[config.mk]
export PLATFORM = sky130hd
export DESIGN_NAME = cmm_regs
export DESIGN_NICKNAME = d
export VERILOG_FILES = /design/src/include/cmm_pkg.sv /design/src/rtl/cmm_regs.sv
export SDC_FILE = /design/constraint.sdc
export NUM_CORES = 1
export LEC_CHECK = 0
export ABC_CLOCK_PERIOD_IN_PS = 1100
export CAP_MARGIN = 20
export CORE_MARGIN = 10
export CORE_UTILIZATION = 54
export DETAILED_ROUTE_END_ITERATION = 16
export DONT_BUFFER_PORTS = 1
export GPL_TIMING_DRIVEN = 1
export HOLD_SLACK_MARGIN = 0.03
export MAX_ROUTING_LAYER = met4
export PLACE_DENSITY_LB_ADDON = 0.3
export SLEW_MARGIN = 30
export SYNTH_ARGS = -nofsm -noshare
export SYNTH_HDL_FRONTEND = slang
export SYNTH_SLANG_ARGS = --single-unit
[constraint.sdc]
create_clock -name sys_clk_in -period 1.1 [get_ports sys_clk_in]
set_input_delay 0.11 -clock sys_clk_in [delete_from_list [all_inputs] [get_ports sys_clk_in]]
set_output_delay 0.11 -clock sys_clk_in [all_outputs]
set_load 0.02 [all_outputs]
[src/include/cmm_pkg.sv]
// Purpose: Constants shared by the current monitor and multiplexer register bank.
// Assumes: Registers are 8 bits wide and addressed by a small index.
// Notes: Register indices are fixed here and decoded by the register bank.
package cmm_pkg;
    // Register indices.
    localparam logic [1:0] CMM_IDX_CURR_MON = 2'h0;
    localparam logic [1:0] CMM_IDX_REG_SETUP = 2'h1;
    localparam logic [1:0] CMM_IDX_MUX_CTRL = 2'h2;
    // Field positions in the current monitor status register.
    localparam int CMM_LED_BAND_LSB = 0;
    localparam int CMM_IN_BAND_LSB = 2;
    localparam int CMM_DONE_BIT = 4;
    localparam int CMM_START_BIT = 5;
    // Field positions in the regulation setup register.
    localparam int CMM_COMP_LSB = 0;
    localparam int CMM_MODE_LSB = 2;
    // Field positions in the mux control register.
    localparam int CMM_SEL_LSB = 0;
    localparam int CMM_AMUX_BIT = 6;
    localparam int CMM_FSREF_BIT = 7;
    // Reset values.
    localparam logic [1:0] CMM_RST_BAND = 2'h0;
    localparam logic [1:0] CMM_RST_MODE = 2'h1;
    localparam logic [1:0] CMM_RST_COMP = 2'h0;
    localparam logic [5:0] CMM_RST_SEL = 6'h00;
    // Selector code that adds the oscillator clock on the serial output.
    localparam logic [5:0] CMM_SEL_OSC = 6'h04;
endpackage

[src/rtl/cmm_regs.sv]
// Purpose: Current monitor, regulation mode and internal mux control registers.
// Assumes: A serial front end on sys_clk_in turns frames into index, write strobe and data.
// Notes: Analog status and pin inputs except serial data are synchronised by two flip-flops before use.
// Operation
// - LED current band reads at bits 1:0, read only.
// - Input current band reads at bits 3:2, read only.
// - Done flag at bit 4 sets only on successful monitoring completion; resets 0.
// - Writing start bit as 1 clears the done flag, unless a completion sets it in the same cycle.
// - Regulation mode reads at bits 3:2; reset 01 buck, 10 boost, 11 buck-boost.
// - Compensation level bits 1:0 read/write, reset 00.
// - Six-bit output selector at bits 5:0; zero gives normal serial output.
// - Code 000100 also drives oscillator clock on serial output while select high.
// - Bit 6 enables analog mux output on filter pin; reset 0.
// - Bit 7 connects float switch reference to filter pin; reset 0.
`timescale 1ns/10ps
module cmm_regs (
    input wire logic sys_clk_in,
    input wire logic rstn_in,
    input wire logic [1:0] reg_idx_in,
    input wire logic reg_wr_in,
    input wire logic [7:0] reg_wdata_in,
    input wire logic [1:0] led_band_in,
    input wire logic [1:0] input_band_in,
    input wire logic mon_complete_in,
    input wire logic [1:0] mode_fb_in,
    input wire logic osc_clk_in,
    input wire logic cs_high_in,
    input wire logic spi_sdo_in,
    output logic [7:0] reg_rdata_out,
    output logic mon_start_out,
    output logic [1:0] transition_compensation_level_out,
    output logic [5:0] so_mux_sel_out,
    output logic analog_mux_enable_out,
    output logic float_switch_ref_path_enable_out,
    output logic serial_out
);
    import cmm_pkg::*;

    logic [1:0] led_band_ff;
    logic [1:0] input_band_ff;
    logic monitoring_done_flag_ff;
    logic monitoring_start_bit_ff;
    logic [1:0] mode_ff;
    logic [1:0] mode_prev_ff;
    logic [6:0] meta_ff;
    logic [6:0] sync_ff;
    logic complete_d_ff;
    logic complete_evt;
    logic start_wr;
    logic [7:0] nxt_rdata;

    // Write decode of the start bit written as one.
    function automatic logic start_write(input logic wr, input logic [1:0] idx,
                                         input logic [7:0] d);
        start_write = wr && (idx == CMM_IDX_CURR_MON) && d[CMM_START_BIT];
    endfunction

    assign start_wr = start_write(reg_wr_in, reg_idx_in, reg_wdata_in);
    assign complete_evt = sync_ff[4] && !complete_d_ff;

    // Two-stage synchroniser for the outside inputs other than input band and serial data; only stage two is read.
    // The mode bits reset to the buck code so no illegal mode is seen after reset.
    always_ff @(posedge sys_clk_in or negedge rstn_in) begin
        if (!rstn_in) begin
            meta_ff <= {3'h0, CMM_RST_MODE, 2'h0};
            sync_ff <= {3'h0, CMM_RST_MODE, 2'h0};
            complete_d_ff <= 1'b0;
        end else begin
            meta_ff <= {cs_high_in, osc_clk_in, mon_complete_in, mode_fb_in, led_band_in[0],
                        led_band_in[1]};
            sync_ff <= meta_ff;
            complete_d_ff <= sync_ff[4];
        end
    end

    // Separate two-stage synchroniser for the input band code, read only at completion.
    logic [1:0] in_meta_ff;
    logic [1:0] in_sync_ff;
    always_ff @(posedge sys_clk_in or negedge rstn_in) begin
        if (!rstn_in) begin
            in_meta_ff <= CMM_RST_BAND;
            in_sync_ff <= CMM_RST_BAND;
        end else begin
            in_meta_ff <= input_band_in;
            in_sync_ff <= in_meta_ff;
        end
    end

    // Band fields change only on a finished routine, never by a host write.
    always_ff @(posedge sys_clk_in or negedge rstn_in) begin
        if (!rstn_in) begin
            led_band_ff <= CMM_RST_BAND;
            input_band_ff <= CMM_RST_BAND;
        end else if (complete_evt) begin
            led_band_ff <= {sync_ff[0], sync_ff[1]};
            input_band_ff <= in_sync_ff;
        end
    end

    // Done flag: completion sets it, a start write clears it, set wins on a tie.
    always_ff @(posedge sys_clk_in or negedge rstn_in) begin
        if (!rstn_in) begin
            monitoring_done_flag_ff <= 1'b0;
        end else if (complete_evt) begin
            monitoring_done_flag_ff <= 1'b1;
        end else if (start_wr) begin
            monitoring_done_flag_ff <= 1'b0;
        end
    end

    // Start bit storage and one-cycle launch pulse to the monitoring routine.
    always_ff @(posedge sys_clk_in or negedge rstn_in) begin
        if (!rstn_in) begin
            monitoring_start_bit_ff <= 1'b0;
            mon_start_out <= 1'b0;
        end else begin
            if (reg_wr_in && reg_idx_in == CMM_IDX_CURR_MON) begin
                monitoring_start_bit_ff <= reg_wdata_in[CMM_START_BIT];
            end
            mon_start_out <= start_wr;
        end
    end

    // Regulation mode takes a synchronised code only after two equal samples.
    // A two-bit change caught between its bits would otherwise show a false code.
    always_ff @(posedge sys_clk_in or negedge rstn_in) begin
        if (!rstn_in) begin
            mode_prev_ff <= CMM_RST_MODE;
            mode_ff <= CMM_RST_MODE;
        end else begin
            mode_prev_ff <= sync_ff[3:2];
            if (sync_ff[3:2] == mode_prev_ff) begin
                mode_ff <= sync_ff[3:2];
            end
        end
    end

    // Read/write control fields.
    always_ff @(posedge sys_clk_in or negedge rstn_in) begin
        if (!rstn_in) begin
            transition_compensation_level_out <= CMM_RST_COMP;
            so_mux_sel_out <= CMM_RST_SEL;
            analog_mux_enable_out <= 1'b0;
            float_switch_ref_path_enable_out <= 1'b0;
        end else if (reg_wr_in) begin
            if (reg_idx_in == CMM_IDX_REG_SETUP) begin
                transition_compensation_level_out <= reg_wdata_in[CMM_COMP_LSB +: 2];
            end
            if (reg_idx_in == CMM_IDX_MUX_CTRL) begin
                so_mux_sel_out <= reg_wdata_in[CMM_SEL_LSB +: 6];
                analog_mux_enable_out <= reg_wdata_in[CMM_AMUX_BIT];
                float_switch_ref_path_enable_out <= reg_wdata_in[CMM_FSREF_BIT];
            end
        end
    end

    // Serial output pin: data normally, oscillator clock while select is high on code 4.
    always_ff @(posedge sys_clk_in or negedge rstn_in) begin
        if (!rstn_in) begin
            serial_out <= 1'b0;
        end else if (so_mux_sel_out == CMM_SEL_OSC && sync_ff[6]) begin
            serial_out <= sync_ff[5];
        end else begin
            serial_out <= spi_sdo_in;
        end
    end

    // Read data mux, registered; unused index reads zero.
    always_comb begin
        nxt_rdata = 8'h00;
        case (reg_idx_in)
            CMM_IDX_CURR_MON: begin
                nxt_rdata = {2'h0, monitoring_start_bit_ff, monitoring_done_flag_ff,
                             input_band_ff, led_band_ff};
            end
            CMM_IDX_REG_SETUP: begin
                nxt_rdata = {4'h0, mode_ff, transition_compensation_level_out};
            end
            CMM_IDX_MUX_CTRL: begin
                nxt_rdata = {float_switch_ref_path_enable_out, analog_mux_enable_out,
                             so_mux_sel_out};
            end
            default: begin
                nxt_rdata = 8'h00;
            end
        endcase
    end

    // Read data register; the answer stands one cycle after the index.
    always_ff @(posedge sys_clk_in or negedge rstn_in) begin
        if (!rstn_in) begin
            reg_rdata_out <= 8'h00;
        end else begin
            reg_rdata_out <= nxt_rdata;
        end
    end

    // Checks.
    a_done_on_complete: assert property (@(posedge sys_clk_in) disable iff (!rstn_in)
        complete_evt |=> monitoring_done_flag_ff) else $error("done flag not set");
    a_done_cause: assert property (@(posedge sys_clk_in) disable iff (!rstn_in)
        $rose(monitoring_done_flag_ff) |-> $past(complete_evt)) else $error("done set without cause");
    a_start_clears: assert property (@(posedge sys_clk_in) disable iff (!rstn_in)
        start_wr && !complete_evt |=> !monitoring_done_flag_ff) else $error("start did not clear");
    a_start_pulse: assert property (@(posedge sys_clk_in) disable iff (!rstn_in)
        start_wr |=> mon_start_out) else $error("no launch pulse");
    a_band_hold: assert property (@(posedge sys_clk_in) disable iff (!rstn_in)
        !complete_evt |=> $stable(led_band_ff) && $stable(input_band_ff))
        else $error("band changed without completion");
    a_mode_track: assert property (@(posedge sys_clk_in) disable iff (!rstn_in)
        sync_ff[3:2] == mode_prev_ff |=> mode_ff == $past(sync_ff[3:2]))
        else $error("mode feedback lost");
    a_mode_settle: assert property (@(posedge sys_clk_in) disable iff (!rstn_in)
        sync_ff[3:2] != mode_prev_ff |=> $stable(mode_ff))
        else $error("mode took an unsettled code");
    a_done_write: assert property (@(posedge sys_clk_in) disable iff (!rstn_in)
        reg_wr_in && reg_idx_in == CMM_IDX_CURR_MON && !start_wr && !complete_evt
        |=> $stable(monitoring_done_flag_ff)) else $error("done flag written by host");
    a_comp_write: assert property (@(posedge sys_clk_in) disable iff (!rstn_in)
        reg_wr_in && reg_idx_in == CMM_IDX_REG_SETUP |=> transition_compensation_level_out
        == $past(reg_wdata_in[1:0])) else $error("comp write lost");
    a_mux_write: assert property (@(posedge sys_clk_in) disable iff (!rstn_in)
        reg_wr_in && reg_idx_in == CMM_IDX_MUX_CTRL |=> analog_mux_enable_out
        == $past(reg_wdata_in[6]) && float_switch_ref_path_enable_out == $past(reg_wdata_in[7]))
        else $error("mux enables wrong");
    a_so_normal: assert property (@(posedge sys_clk_in) disable iff (!rstn_in)
        so_mux_sel_out == CMM_RST_SEL |=> serial_out == $past(spi_sdo_in))
        else $error("serial out not data");
    a_so_osc: assert property (@(posedge sys_clk_in) disable iff (!rstn_in)
        so_mux_sel_out == CMM_SEL_OSC && sync_ff[6] |=> serial_out == $past(sync_ff[5]))
        else $error("oscillator not on serial out");
    a_so_osc_data: assert property (@(posedge sys_clk_in) disable iff (!rstn_in)
        so_mux_sel_out == CMM_SEL_OSC && !sync_ff[6] |=> serial_out == $past(spi_sdo_in))
        else $error("serial out not data while selected");
endmodule

==> results of run 1 <==
[power by group through the flow]
stage                     Clock, uW  Combinational, uW  Sequential (uW)
after floorplan                   0                245             2270
after detailed placement          0                455             2220
after CTS                       781                534             2190
after global routing            864                621             2210
after global placement            0                442             2210
final                           752                574             2190
[stage by stage]
stage / TNS, ns / instance area [um^2] / hold WS, ns
global route: -0.3185 / 2162 / -0.6057
finish: -0.2095 / 2162 / -0.5701
global placement: -0.1481 / 1827 / -0.1840
floorplan: -0.1932 / 1742 / -0.1856
CTS: -0.2551 / 2102 / -0.5818
detailed placement: -0.1917 / 1827 / -0.1838
[state kept, by name, summed over array words and instances (netlist names), 2 cells and up]
| name | cells |
|---|---|
| input_band_ff | 2 |
| sync_ff | 7 |
| reg_rdata_out | 8 |
| mode_prev_ff | 2 |
| transition_compensation_level_out | 2 |
| mode_ff | 2 |
| so_mux_sel_out | 6 |
| in_meta_ff | 2 |
| led_band_ff | 2 |
| in_sync_ff | 2 |
| meta_ff | 7 |
[cells in the mapped netlist (all sizes together)]
library cell | number | area [um^2]
a21o | 1 | 7.510
and2 | 2 | 15.01
buf | 3 | 37.53
dfrtp | 45 | 1126
dfstp | 4 | 105.1
inv | 2 | 7.510
mux2 | 15 | 199.0
mux2i | 6 | 60.06
nand2 | 10 | 53.80
nand3b | 1 | 7.510
nand4bb | 1 | 11.26
nor2 | 2 | 7.510
nor2b | 2 | 20.02
nor3b | 1 | 7.510
nor4 | 1 | 6.260
o211ai | 2 | 15.01
o21ai | 7 | 35.03
xor2 | 2 | 17.52
[kinds of logic after synthesis]
group	Yosys count	synth area share, %
DFF	49	70.79
muxes	21	14.89
and+or+nand+nor	20	7.410
AOI/OAI and AO/OA	10	3.309
buffers and inverters	5	2.590
xor gates and xnor gates	2	1.007
[layer usage]
metal | GRT usage (%) | routed length, um
met1 | 12.09 | 1286
met2 | 19.56 | 1693
met3 | 4.196 | 242
met4 | 6.691 | 79
met5 | - | 0
[layout make-up]
class	count	area share [%]
Clock buffer	8	2.257
Inverter	2	0.3472
Multi-Input combinational cell	53	22.97
Timing Repair Buffer	34	14.81
Sequential cell	49	57.06
Tap cell	44	2.546
[worst paths after layout]
| check | endpoint | slack (ns) | start |
|---|---|---|---|
| worst min register to register | sync_ff[1]$_DFF_PN0_ | 0.36 | meta_ff[1]$_DFF_PN0_ |
| worst max register to register | serial_out$_DFF_PN0_ | -0.16 | so_mux_sel_out[1]$_DFFE_PN0P_ |
| worst min-delay path | so_mux_sel_out[1]$_DFFE_PN0P_ | -0.57 | rstn_in |
| min in group sys_clk_in | transition_compensation_level_out[1]$_DFFE_PN0P_ | 0.05 | reg_wr_in |
| worst max-delay path | serial_out$_DFF_PN0_ | -0.16 | so_mux_sel_out[1]$_DFFE_PN0P_ |
| max in group asynchronous | mode_ff[0]$_DFFE_PN1N_ | 1.48 | rstn_in |
[timing repair]
item,in CTS,in global routing
buffers inserted,0,3
endpoints found under the setup margin,1,10
hold endpoints to repair,80,49
gates resized for setup,1,9
==> impl_results.md, run 1 <==
* Status: finished, violations left
* Failing checks: hold timing, setup timing
* Share of post-route cells with drive strength above 1 at 30.82%
* Logic gate share of total power at between 10% and 20%
* Initial detailed-routing violation count at 64
* Yosys warns at 0
* Area delta synth->final at 24.32%
* WP buf/inv at 0
* Minimum clock period at 1.257 ns
* Max Root-Sink Buffers at 2
* Crit Path Max Fanout at 2
* Largest net degree at the start of global routing at 50
* Hold Fails Final Rpt at 49
* Most frequent cells in the layout: dfrtp_1, dlygate4sd3_1, mux2_4
* Core area at roughly 3100 um^2
* Worst clock skew at about 0.0053 ns
* Diode count at 0
* PortBufs at 0
* Final period utilization at 114.3%
* Clock power share at a little over a fifth
* Cts bufs inserted at 5
* Via count of the first global-routing pass at around 1100
* Rows at 20
* Non-filler cells, final at between 150 and 200
* Sequential element share of the synthesized area at a little over two thirds
* Area of the die at between 5000 and 6000 um^2
* CTS tree: done
* Hold Buf Count CTS at 22
* Crit-path leading delay family: flip-flops
* CTS clk-pin slew, worst paths at ~0.12 ns
* Via/cell ratio at a little over 5
* Leading cell type in the layout, fill and taps excluded: dfrtp_1
* Max Fclk at slightly below 0.8 GHz
* Normalized max-slew margin at 73.39%
* Multi-input gate area at between 400 and 500 um^2
* Worst slew pin tran at approximately 0.4 ns
* GRT Residual Overflow at 0
* ANT nets after route at 0
* Initial DRT Pass Iterations at 4
* Final design utilization at 70.24%
* Worst VDD drop at 1.016 mV
* WL final at approximately 3300 um
* Critical path launch point type: flop
* Nets at roughly 170
* GRT Overall Usage at 11.89%
* Crit-path cells: nand4bb_1 -> nor4_2 -> mux2_2
* Synth Cell Area at ~1700 um^2
* Distinct cells, synth at 22
* Fill cells at 219
* Max incr delay on CP at ~0.42 ns
* Stages on worst setup path at 3
* Pins Over Slew Limit at 0
* FF-to-FF path depth at 3
* Vias post-DR at a little under 1000
* Sequential power share at just over 60%
* Initial antenna violation count at 0
* Starting Density at between 50% and 60%
* Routability cong. at between 0.7 and 0.8
* Max-capacitance violation count at 0
* Root Buffer: clkbuf_4
* Htree depth at 2
* Synthesized area per cell at 16.25 um^2
* Crit. End Element: flop
* Design Power at around 3500 uW
* Sink Count at a little under 50
* Sw frac at 26.32%
* Die span in y at about 77 um
* Crit path kind: flop to flop
* Pwr dens at between 1500 and 2000 nW/um^2
* Synthesized instance count at between 100 and 150
* Worst EP required at 1.35 ns
* Post-synthesis register bit count at 49
* Setup Viol. Count Final at 2
* Pleak at around 0.0010 uW
* Global-route wire length before repair at around 5300 um
* Final WS setup at -0.1575 ns
* Inst Count DP at 157
* Pre-CTS setup slack at -0.1917 ns
* Register Area at 1234 um^2
* DRC viols at 0
* Net Sw Power at 924.1 uW
* Final HPWL DP at between 2000 and 2500 um
* Die width at ~77 um
* Hold Slack at -0.5701 ns
* Min-Delay Path Class: primary input to async pin
* Wire per inst at roughly 17 um
* Worst-Skew Late Latency at 0.35 ns
* Ports at 43
* Post-Syn Nets at 130
* CP Data Arrival Time at ~1.5 ns
* Unrepaired setup endpoints after global routing: yes
* Internal at 2587 uW
* Slowest stage cell, crit path: dfrtp_2
Note: power is estimated with default switching activity, not from simulation.
==> run 2, diff against run 1 <==
--- a/config.mk
+++ b/config.mk
@@ -5,8 +5,10 @@
 export SDC_FILE = /design/constraint.sdc
 export NUM_CORES = 1
 export LEC_CHECK = 0
+export ABC_AREA = 1
 export ABC_CLOCK_PERIOD_IN_PS = 1100
 export CAP_MARGIN = 20
+export CORE_ASPECT_RATIO = 0.8
 export CORE_MARGIN = 10
 export CORE_UTILIZATION = 54
 export DETAILED_ROUTE_END_ITERATION = 16
==> run 2 against run 1 <==
The run ends with hold timing left. Non-clock buffer count fell by 4. Via count rose by 21%. Register-to-register slack improved by 0.27 ns. Total power rose by 2.2%. Routed wire length rose by 11%. Setup slack improved by 0.27 ns. Combinational power fell by 27%. Largest cell class unchanged.
==> impl_results.md, run 2 <==
* Hold Fails Final Rpt at 49 (unchanged)
* WP buf/inv at 0 (unchanged)
* Starting Density at 56.05% (-0.46 points)
* Ports at 43 (unchanged)
* Sink Count at 49 (unchanged)
* Crit. End Element: flop
* Fill cells at 229 (+4.6%)
* Top post-synthesis cells by area: dfrtp_1, nand2_1, dfstp_2
* Yosys top cell by area: dfrtp_1
* Max Root-Sink Buffers at 2 (unchanged)
* Slowest stage cell, crit path: dfstp_2
* Leading cell type in the layout, fill and taps excluded: nand2_1
* Core area at 3063 um^2 (-0.49%)
* Die width at 83.04 um (+8.2%)
* Setup Viol. Count Final at 0 (-2)
* Failing checks: hold timing
* Combinational family with the most area after synthesis: simple AND/OR/NAND/NOR gates
* Synthesized instance count at 160 (+50%)
* Final period utilization at 89.82% (-24 points)
* Routability cong. at 0.8353 (+8.2%)
* Share of post-route cells with drive strength above 1 at 11.22% (-20 points)
* Critical path launch point type: flop
* PortBufs at 0 (unchanged)
* Area of the die at 5848 um^2 (-0.72%)
* Crit path kind: flop to flop
* Worst clock skew at 0.003385 ns (-0.001908 ns)
* Via/cell ratio at 4.979 (-2.3%)
* Pwr dens at 1695 nW/um^2 (+4.4%)
* Setup TNS at 0 ns (+0.2095 ns)
* Via count of the first global-routing pass at 1257 (+19%)
* Minimum clock period at 0.9880 ns (-0.2695 ns)
* Crit-path leading delay family: flip-flops
* Global-route wire length before repair at 6127 um (+16%)
* Initial detailed-routing violation count at 102 (+59%)
* Rows at 18 (-10%)
* Design Power at 3588 uW (+2.2%)
* Max incr delay on CP at 0.56 ns (+0.14 ns)
* Max reg flops at 8 (unchanged)
* Regs by FF count: reg_rdata_out (8), meta_ff (7), sync_ff (7)
* Main synth FF type: dfrtp_1
* Htree depth at 2 (unchanged)
* Simple logic cell fraction of the synthesized area at 20.77% (+13 points)
* Top-count cell post-synth: nand2_1
* Top post-synthesis cells by count: nand2_1, dfrtp_1, nand3_1, inv_1, nor2_1
* Post-synthesis register bit count at 49 (unchanged)
* CP Data Arrival Time at 1.18 ns (-0.33 ns)
* Cts bufs inserted at 5 (unchanged)
* Top-area cell type share of the netlist area at 65.60% (+0.85 points)
* Post-CTS setup buffers at 0 (unchanged)
* Post-Syn Nets at 183 (+41%)
* Pins Over Slew Limit at 0 (unchanged)
* Unrepaired setup endpoints after global routing: no
* DRC viols at 0 (unchanged)
* Ys async rst share at 100.0% (unchanged)
* Die span in y at 70.43 um (-8.2%)
* Largest net degree at the start of global routing at 50 (unchanged)
* Most frequent cells in the layout: nand2_1, dfrtp_1, dlygate4sd3_1
* CTS tree: done
* Synthesized area per cell at 10.73 um^2 (-34%)
* CTS clk-pin slew, worst paths at 0.09 ns (-0.03 ns)
* Worst-Skew Late Latency at 0.29 ns (-0.06 ns)
* Min-Delay Path Class: primary input to async pin
* Worst VDD drop at 0.9828 mV (-3.2%)
* Vias post-DR at 1175 (+21%)
* Adder-Cell Fraction of Synth Area at 0% (unchanged)
* Wire per inst at 15.52 um (-11%)
* Worst EP required at 1.29 ns (-0.06 ns)
* Mux cell area share after synthesis at 0% (-15 points)
* ANT nets after route at 0 (unchanged)
* Status: finished, violations left
* WL final at 3663 um (+11%)
* Normalized max-slew margin at 75.91% (+2.5 points)
* Crit-path cells: nand2_1 -> nand2_1 -> nand2_2 -> nand2_1 -> nand2_1
* Final HPWL DP at 2449 um (+12%)
* Initial antenna violation count at 0 (unchanged)
* Area delta synth->final at 23.32%
* Worst slew pin tran at 0.3601 ns (-0.03914 ns)
* Initial DRT Pass Iterations at 4 (unchanged)
* Number of synthesized flops with an enable pin at 0 (unchanged)
* Yosys warns at 0 (unchanged)
* Diode count at 0 (unchanged)
* XOR/XNOR Fraction of Synth Area at 0% (-1.0 points)
* Reg with most FFs: reg_rdata_out
* GRT Residual Overflow at 0 (unchanged)
* Sequential element share of the synthesized area at 71.72% (+0.93 points)
* Synth Area in Compound Gates at 2.478% (-0.83 points)
* Nets at 218 (+30%)
* Hold Slack at -0.4955 ns (+0.07453 ns)
* Synth Cell Area at 1717 um^2 (-1.3%)
* Worst path most repeated cell: nand2_1
* GRT Overall Usage at 12.85% (+0.96 points)
* Pleak at 0.001067 uW (+6.3%)
* Max-capacitance violation count at 0 (unchanged)
* Max Fclk at 1.012 GHz (+27%)
* Root Buffer: clkbuf_8
* Crit Path Max Fanout at 4 (+2)
* Distinct cells, synth at 15 (-32%)
run 2: cell count changes after synthesis, sizes merged, moves of 2 or more:
cell,delta
mux2i,-6
nand3,+16
buf,-2
nand2,+51
xor2,-2
inv,+13
mux2,-15
nor2b,-2
and2,-2
nor2,+6
run 2: cell families after synthesis:
| kind of cell | after synthesis |
|---|---|
| buffers and inverters | 18 |
| and+or+nand+nor | 85 |
| AOI/OAI and AO/OA | 8 |
| DFF | 49 |
run 2: cell type report:
type / instances / area, um^2 / area share [%]
sequential: 49 / 1231 / 58.16
multi-input combinational: 93 / 401.6 / 18.97
timing repair buffer: 30 / 285.3 / 13.48
clock buffer: 6 / 72.57 / 3.428
inverter: 16 / 61.31 / 2.896
tap: 40 / 50.05 / 2.364
clock inverter: 2 / 15.01 / 0.7092
run 2: power breakdown:
group / switching (uW) / total (uW) / leakage (uW) / internal, uW
combinational: 237 / 418 / 0.000438 / 180
sequential: 178 / 2160 / 0.000591 / 1980
clock: 561 / 1010 / 0.0000374 / 448
run 2: final timing paths:
kind | startpoint | to | slack (ns) | cells after the start
worst max-delay path | sync_ff[2]$_DFF_PN1_ | mode_ff[1]$_DFFE_PN0N_ | 0.11 | 5
min in group sys_clk_in | reg_wr_in | transition_compensation_level_out[0]$_DFFE_PN0P_ | 0.06 | 2
worst max register to register | sync_ff[2]$_DFF_PN1_ | mode_ff[1]$_DFFE_PN0N_ | 0.11 | 5
worst min register to register | meta_ff[6]$_DFF_PN0_ | sync_ff[6]$_DFF_PN0_ | 0.35 | 0
worst min-delay path | rstn_in | in_sync_ff[0]$_DFF_PN0_ | -0.50 | 0
max in group asynchronous | rstn_in | sync_ff[2]$_DFF_PN1_ | 1.42 | 0
run 2: through the flow:
| stage | util, % | setup WS (ns) | area [um^2] | instances |
|---|---|---|---|---|
| after floorplan | - | 0.1585 | 1717 | 160 |
| after global placement | 58.33 | 0.1875 | 1787 | 204 |
| after detailed placement | 58.33 | 0.1347 | 1787 | 204 |
| after CTS | 68.71 | 0.1023 | 2105 | 235 |
| after global routing | 69.12 | 0.01646 | 2117 | 236 |
| final | 69.12 | 0.1120 | 2117 | 236 |
run 2: repair_timing:
item / in CTS / in global routing
hold endpoints to repair: 77 / 50
setup endpoints to repair: 0 / 2
hold buffers: 23 / 1
resized for setup: 0 / 2
run 2: metal layers:
metal	GRT usage, %	vias to the layer above	share of wire [%]
met1	14.31	565	41
met5	-	-	0
met4	2.642	0	0.52
li1	-	562	-
met3	5.562	4	8.9
met2	21.06	44	49
